$ cat config.mk
export PLATFORM = sky130hd
export DESIGN_NAME = pcl_counter
export DESIGN_NICKNAME = d
export VERILOG_FILES = /design/src/common/pcl_pkg.sv /design/src/hdl/pcl_counter.sv
export VERILOG_INCLUDE_DIRS = /design/src /design/src/common
export SDC_FILE = /design/constraint.sdc
export NUM_CORES = 1
export LEC_CHECK = 0
export BUFFER_PORTS_ARGS = -buffer_cell sky130_fd_sc_hd__buf_2
export CAP_MARGIN = 25
export CORE_ASPECT_RATIO = 0.75
export CORE_UTILIZATION = 26
export DETAILED_ROUTE_END_ITERATION = 12
export PLACE_DENSITY_LB_ADDON = 0.1
export SYNTH_ARGS = -nofsm -noshare
export SYNTH_HDL_FRONTEND = slang
export SYNTH_SLANG_ARGS = --single-unit
$ cat constraint.sdc
create_clock -name clk -period 2.7 [get_ports clk]
set_input_delay 0.135 -clock clk [delete_from_list [all_inputs] [get_ports clk]]
set_output_delay 0.135 -clock clk [all_outputs]
set_load 0.1 [all_outputs]
$ cat src/common/pcl_defs.svh
// Constants for the program counter load logic.
// Assumes inclusion by bare name from design files.
`ifndef PCL_DEFS_SVH
`define PCL_DEFS_SVH
`define PCL_PC_WIDTH 13
`define PCL_LOW_WIDTH 8
`define PCL_UPPER_WIDTH 5
`define PCL_PAGE_LSB 11
`define PCL_PC_RESET 13'h0000
`define PCL_LATCH_RESET 8'h00
`define PCL_PMEM_WORDS 8192
`define PCL_SMALL_MEM_WORDS 4096
`endif

$ cat src/common/pcl_pkg.sv
// Types for the program counter load logic.
// Assumes the core decoder drives one operation per fetch cycle.
package pcl_pkg;
  typedef enum logic [2:0] {
    PCL_OP_NONE = 3'h0,
    PCL_OP_INC = 3'h1,
    PCL_OP_WRLOW = 3'h3,
    PCL_OP_JUMP = 3'h2,
    PCL_OP_CALL = 3'h6,
    PCL_OP_RET = 3'h7,
    PCL_OP_INTR = 3'h5
  } pcl_op_type;

  typedef struct packed {
    pcl_op_type op;
    logic [7:0] low_data;
    logic [10:0] target;
    logic [12:0] ret_addr;
    logic [12:0] vector;
  } pcl_req_type;
endpackage

$ cat src/hdl/pcl_counter.sv
// Program counter with low-byte register access and latch-driven upper bits.
// Assumes decoder presents one op per enabled cycle; stack is outside.
// Operation
// - Program counter is one 13-bit register
// - Low byte readable and writable by software
// - Upper bits unreadable, loaded from latch, jump or call target, return address, vector or increment carry
// - Any reset clears upper counter bits
// - Low write copies latch bits 4:0 upward
// - Jump or call takes latch bits 4:3
// - Jump or call loads low eleven bits
// - Call or interrupt pushes full counter; return pops
// - Small-memory variants ignore latch bit four
// - Push and pop leave latch untouched
`timescale 1ns/1ps
`include "pcl_defs.svh"
module pcl_counter #(
  parameter int PMEM_WORDS = `PCL_PMEM_WORDS
) (
  input wire logic clk,
  input wire logic resetn,
  input wire logic clk_en,
  input wire pcl_pkg::pcl_req_type req,
  input wire logic [7:0] upper_latch,
  output logic [`PCL_PC_WIDTH-1:0] program_counter,
  output logic [`PCL_LOW_WIDTH-1:0] pc_low_byte,
  output logic push_valid,
  output logic [`PCL_PC_WIDTH-1:0] push_data,
  output logic pop_valid
);
  // -------------------------------------------------------------------
  // Latch view
  // -------------------------------------------------------------------
  // mask page bit four
  function automatic logic [4:0] latch_bits(input logic [7:0] lat);
    logic [4:0] v;
    v = lat[4:0];
    if (PMEM_WORDS <= `PCL_SMALL_MEM_WORDS) begin
      v[4] = 1'b0;
    end
    return v;
  endfunction

  // Ops that save the counter on the return stack
  function automatic logic push_op(input pcl_pkg::pcl_op_type op);
    return (op == pcl_pkg::PCL_OP_CALL) || (op == pcl_pkg::PCL_OP_INTR);
  endfunction

  logic [4:0] lat5;
  logic [`PCL_PC_WIDTH-1:0] next_pc;
  assign lat5 = latch_bits(upper_latch);

  // -------------------------------------------------------------------
  // Next counter value
  // -------------------------------------------------------------------
  always_comb begin
    next_pc = program_counter;
    unique case (req.op)
      pcl_pkg::PCL_OP_WRLOW: next_pc = {lat5, req.low_data};
      pcl_pkg::PCL_OP_JUMP,
      pcl_pkg::PCL_OP_CALL: next_pc = {lat5[4:3], req.target};
      pcl_pkg::PCL_OP_RET: next_pc = req.ret_addr;
      pcl_pkg::PCL_OP_INTR: next_pc = req.vector;
      pcl_pkg::PCL_OP_INC: next_pc = program_counter + 13'h0001;
      pcl_pkg::PCL_OP_NONE: next_pc = program_counter;
      default: next_pc = program_counter;
    endcase
  end

  // -------------------------------------------------------------------
  // Counter register
  // -------------------------------------------------------------------
  // single counter register
  always_ff @(posedge clk or negedge resetn) begin
    if (!resetn) begin
      program_counter <= `PCL_PC_RESET;
    end else if (clk_en) begin
      program_counter <= next_pc;
    end
  end

  assign pc_low_byte = program_counter[7:0];

  // -------------------------------------------------------------------
  // Stack side
  // -------------------------------------------------------------------
  // push full return address
  // latch is an input only, never written here
  always_ff @(posedge clk or negedge resetn) begin
    if (!resetn) begin
      push_valid <= 1'b0;
      push_data <= `PCL_PC_RESET;
      pop_valid <= 1'b0;
    end else if (clk_en) begin
      push_valid <= push_op(req.op);
      push_data <= program_counter;
      pop_valid <= (req.op == pcl_pkg::PCL_OP_RET);
    end
  end
endmodule // pcl_counter

After elaboration in Yosys (flattened, before gate mapping)
Index checks and enable logic that the tools add are counted.
- input port bits: 59
- bits in registers: 28
- word-level logic and storage cells: 16
- mux-type cells: 1
- reduce and logical (&&, ||, !) cells: 4
- add/sub/neg operators: 1
- equality and inequality tests: 6
- operator list (operator ; number):
    13-bit one-hot mux with 5 select lines ; 1
    13-bit by 1-bit adder with 13-bit output, second input constant ; 1
    3-bit equality test, second input constant ; 3
    3-bit by 2-bit equality test with 1-bit output, second input constant ; 2
    5-bit nonzero test ; 1
    3-bit by 1-bit equality test with 1-bit output, second input constant ; 1
    2-bit AND reduction ; 1
    2-bit OR reduction ; 1
    1-bit logical OR ; 1

Depth between registers and ports, before layout
- word-level depth: 4
- depth in mapped cells: 6

Worst setup path before layout
No wires, ideal clock.
- kind: register to register
- start: register program_counter[0]
- end: register program_counter[10]
- path buffers: 0
- setup time: 0.131 ns
- cell stages (with the launch flop): 6
- setup slack: 0.357 ns
- data arrival time: 2.212 ns
- cell sequence: dfrtp_1 > ha_1 > nand4_1 > o311a_1 > o32ai_1 > o21ai_1
- word-level cells in the longest chain between the ends: 2
- RTL lines (what ; line ; source):
    start, declared ; pcl_counter.sv:24 ; output logic [`PCL_PC_WIDTH-1:0] program_counter,
    start signal, assigned ; pcl_counter.sv:75 ; program_counter <= `PCL_PC_RESET;
    start signal, assigned ; pcl_counter.sv:77 ; program_counter <= next_pc;
    13-bit by 1-bit adder with 13-bit output ; pcl_counter.sv:63 ; pcl_pkg::PCL_OP_INC: next_pc = program_counter + 13'h0001;
    13-bit one-hot mux with 5 select lines ; pcl_counter.sv:57 ; unique case (req.op)
No other way between the ends.
A chain may end at the register's enable or synchronous reset.

Final worst setup path
Same ends and word-level chain as after synthesis.

==> out/qor.txt <==
first-pass GRT wire length: 10200 microns
Diodes inserted: 0
crit-path cells: ha_1 > nand4_1 > o311a_1 > o32ai_1 > o21ai_1
worst slew pin tran: 0.680 ns
Slew HR: 54.6%
Max H-tree Level: 1
critical path class: reg -> reg
Final period util: 73.2%
CP required: 2.87 ns
sequential-to-total area share from yosys stat: 35.7%
peak supply drop: 0.379 mV
synthesized net count: 275
Final setup violation count: 0
placed cell areas: 0.00241 sq mm
Final min period: 1.98 ns
fillcell total: 793
initial DRC count: 52
Fin. Hold Viols: 0
HP Class: in -> reg
Rows: 27
Post-synth EDFFs: 0
post-cts sizing count: 0
CTS root buf: clkbuf_8
total negative setup slack: 0 ns
Critical Path Start Type: flip-flop
Yosys cell types: 55
fmax: 506 MHz
Die Area: 0.00791 sq mm
Clk pin slew, worst setup/hold paths: 0.10 ns
post-layout power: 1890 uW
commonest non-fill, non-tap cells in the layout: buf_2 (91), dfrtp_1 (28), o21ai_0 (21)
Pint: 818 uW
layout cells sized above 1: 40.8%
CP arrival: 2.15 ns
clock power share: 14.1%
global route overflow: 0
dpl hpwl: 4530 microns
Starting Density: 26.8%
DR vias: 1921
post-synthesis sequential element count: 28
crit-path max cell delay: 0.54 ns
Die Y: 77.3 microns
synthesized area per cell: 9.13 sq um
RSZ-0062 raised after global routing: no
Routed WL per cell: 16.5 microns
IO buf count: 91
area grow syn2layout: 26.0%
CP max-delay cell: dfrtp_1
CP Max Fanout: 8
Routed Antenna Nets: 0
post-layout instance area: 0.00247 sq mm
setup bufs post-CTS: 0
power share of the sequential group: 30.8%
max_cap viols: 0
Skew-Pair Late Insertion Delay: 0.28 ns
TritonCTS Buffers: 3
vias per cell: 4.95
Post-Route WL: 6380 microns
CTS tree: yes
combinational fraction of design power: 55.1%
vias in the first global route: 1913
I/O pin cnt: 95
maximum root-to-sink buffer count: 2
Placer Congestion: 0.717
# DRC: 0
Final Skew: 0.00549 ns
CP Capture Type: flip-flop
Top Family by Delay on Critical Path: compound AO/OA/AOI/OAI gates
die width: 102 microns
Initial DRT Pass Iterations: 4
total track usage: 16.7%
Most used DFF post-synth: dfrtp_1
Syn Std Cell Area: 0.00196 sq mm
Sw Share: 56.8%
Post-Syn Instances: 215
max-slew violations: 0
Net Switching: 1080 uW
Sink Count: 28
Buf+Inv Stages, Crit Path: 0
pin count of the biggest net entering global routing: 37
commonest non-fill, non-tap cell in the layout: buf_2
CORE AREA: 0.00733 sq mm
status: finished clean
power per cell area: 766 mW/mm^2
Final #Nets: 348
LEAKAGE: 0.00114 uW
Post-synth ARST share: 100%
initial antenna violation count: 0
Ys Warns: 0
## worst reg2reg max path, stage by stage, from the launching register on
cell	delay [ns]
dfrtp_1	0.54
ha_1	0.29
nand4_1	0.29
o311a_1	0.44
o32ai_1	0.23
o21ai_1	0.08
## per-stage QoR
| stage | cells | utilization [%] | hold slack (ns) | setup slack, ns |
|---|---|---|---|---|
| floorplan | 215 | - | -0.161 | 0.357 |
| CTS | 388 | 33.7 | 0.125 | 0.719 |
| finish | 388 | 33.7 | 0.126 | 0.724 |
| detailed placement | 383 | 32.9 | 0.215 | 0.762 |
| global placement | 383 | 32.9 | 0.223 | 0.792 |
| global route | 388 | 33.7 | 0.146 | 0.587 |
## cell type report
class / count / area [sq um] / share of cell area (%)
timing repair buffer: 94 / 480 / 19.4
multi-input combinational: 157 / 1100 / 44.3
inverter: 4 / 15.0 / 0.607
sequential: 28 / 701 / 28.3
clock buffer: 4 / 55.1 / 2.23
tap: 101 / 126 / 5.11
## logic make-up (layout without fill, tap and decap cells)
kind of cell | count (synthesis) | after routing | share of synthesized area (%)
AO/OA/AOI/OAI | 70 | 70 | 24.3
AND/OR/NAND/NOR | 67 | 67 | 20.6
buffers and inverters | 30 | 102 | 8.48
multiplexers | 15 | 15 | 8.54
flip-flops | 28 | 28 | 35.7
adder cells (fa/ha/maj) | 1 | 1 | 0.637
XOR/XNOR | 4 | 4 | 1.78
## repair_timing
item / in CTS / in global routing
endpoints found under the hold margin: 28 / 0
hold buffers: 1 / 0
setup endpoints to repair: 0 / 0
## final timing paths
path                            cells past startpoint                      startpoint                              end  slack, ns
max in group asynchronous                           2                          resetn   program_counter[0]$_DFFE_PN0P_       1.83
worst max-delay path                                5  program_counter[0]$_DFFE_PN0P_  program_counter[10]$_DFFE_PN0P_       0.72
worst max register to register                      5  program_counter[0]$_DFFE_PN0P_  program_counter[10]$_DFFE_PN0P_       0.72
worst min register to register                      1        push_data[3]$_DFFE_PN0P_         push_data[3]$_DFFE_PN0P_       0.51
worst min-delay path                                3                  upper_latch[2]  program_counter[10]$_DFFE_PN0P_       0.13
min in group asynchronous                           2                          resetn            pop_valid$_DFFE_PN0P_       0.42
## synthesized netlist by cell type, types with 2 or more instances
library cell | instances | area share [%]
nand4_1 | 2 | 0.64
o21ai_0 | 21 | 5.4
clkbuf_1 | 5 | 0.96
a31oi_1 | 2 | 0.64
and2_1 | 3 | 0.96
inv_1 | 4 | 0.76
nor3b_1 | 2 | 0.76
and3_1 | 5 | 1.6
o32ai_1 | 3 | 1.3
nand2b_1 | 4 | 1.3
nand2_1 | 17 | 3.3
buf_2 | 10 | 2.5
o22a_1 | 3 | 1.3
a21oi_1 | 6 | 1.5
o221a_2 | 2 | 1.1
nor2_1 | 5 | 0.96
xnor2_1 | 3 | 1.3
buf_4 | 9 | 3.4
nand3_1 | 9 | 2.3
a221oi_1 | 4 | 1.8
o22ai_1 | 7 | 2.2
a21boi_0 | 5 | 1.9
and4_1 | 5 | 2.2
dfrtp_1 | 28 | 36
nor3_1 | 2 | 0.51
o21ai_1 | 4 | 1.0
and3b_1 | 3 | 1.3
mux2_2 | 14 | 8.0
nor2b_1 | 2 | 0.64
## state kept, by name, indices dropped and copies added, names as in the netlist
register	count
program_counter	13
push_data	13
pop_valid	1
push_valid	1
## routing by layer
layer / wire [microns] / track usage (%) / vias up
li1: - / - / 949
met1: 3210 / 24.1 / 908
met2: 2820 / 26.3 / 60
met3: 304 / 3.10 / 4
met4: 48 / 1.71 / 0
met5: 0 / 0 / -
## power by group through the flow
stage / registers (uW) / clock network, uW / logic [uW]
after floorplan: 1090 / 0 / 371
after global placement: 592 / 0 / 1050
after detailed placement: 595 / 0 / 1050
after CTS: 588 / 279 / 1050
after global routing: 603 / 295 / 1090
final: 584 / 267 / 1040
Note: power is estimated with default switching activity, not from simulation.
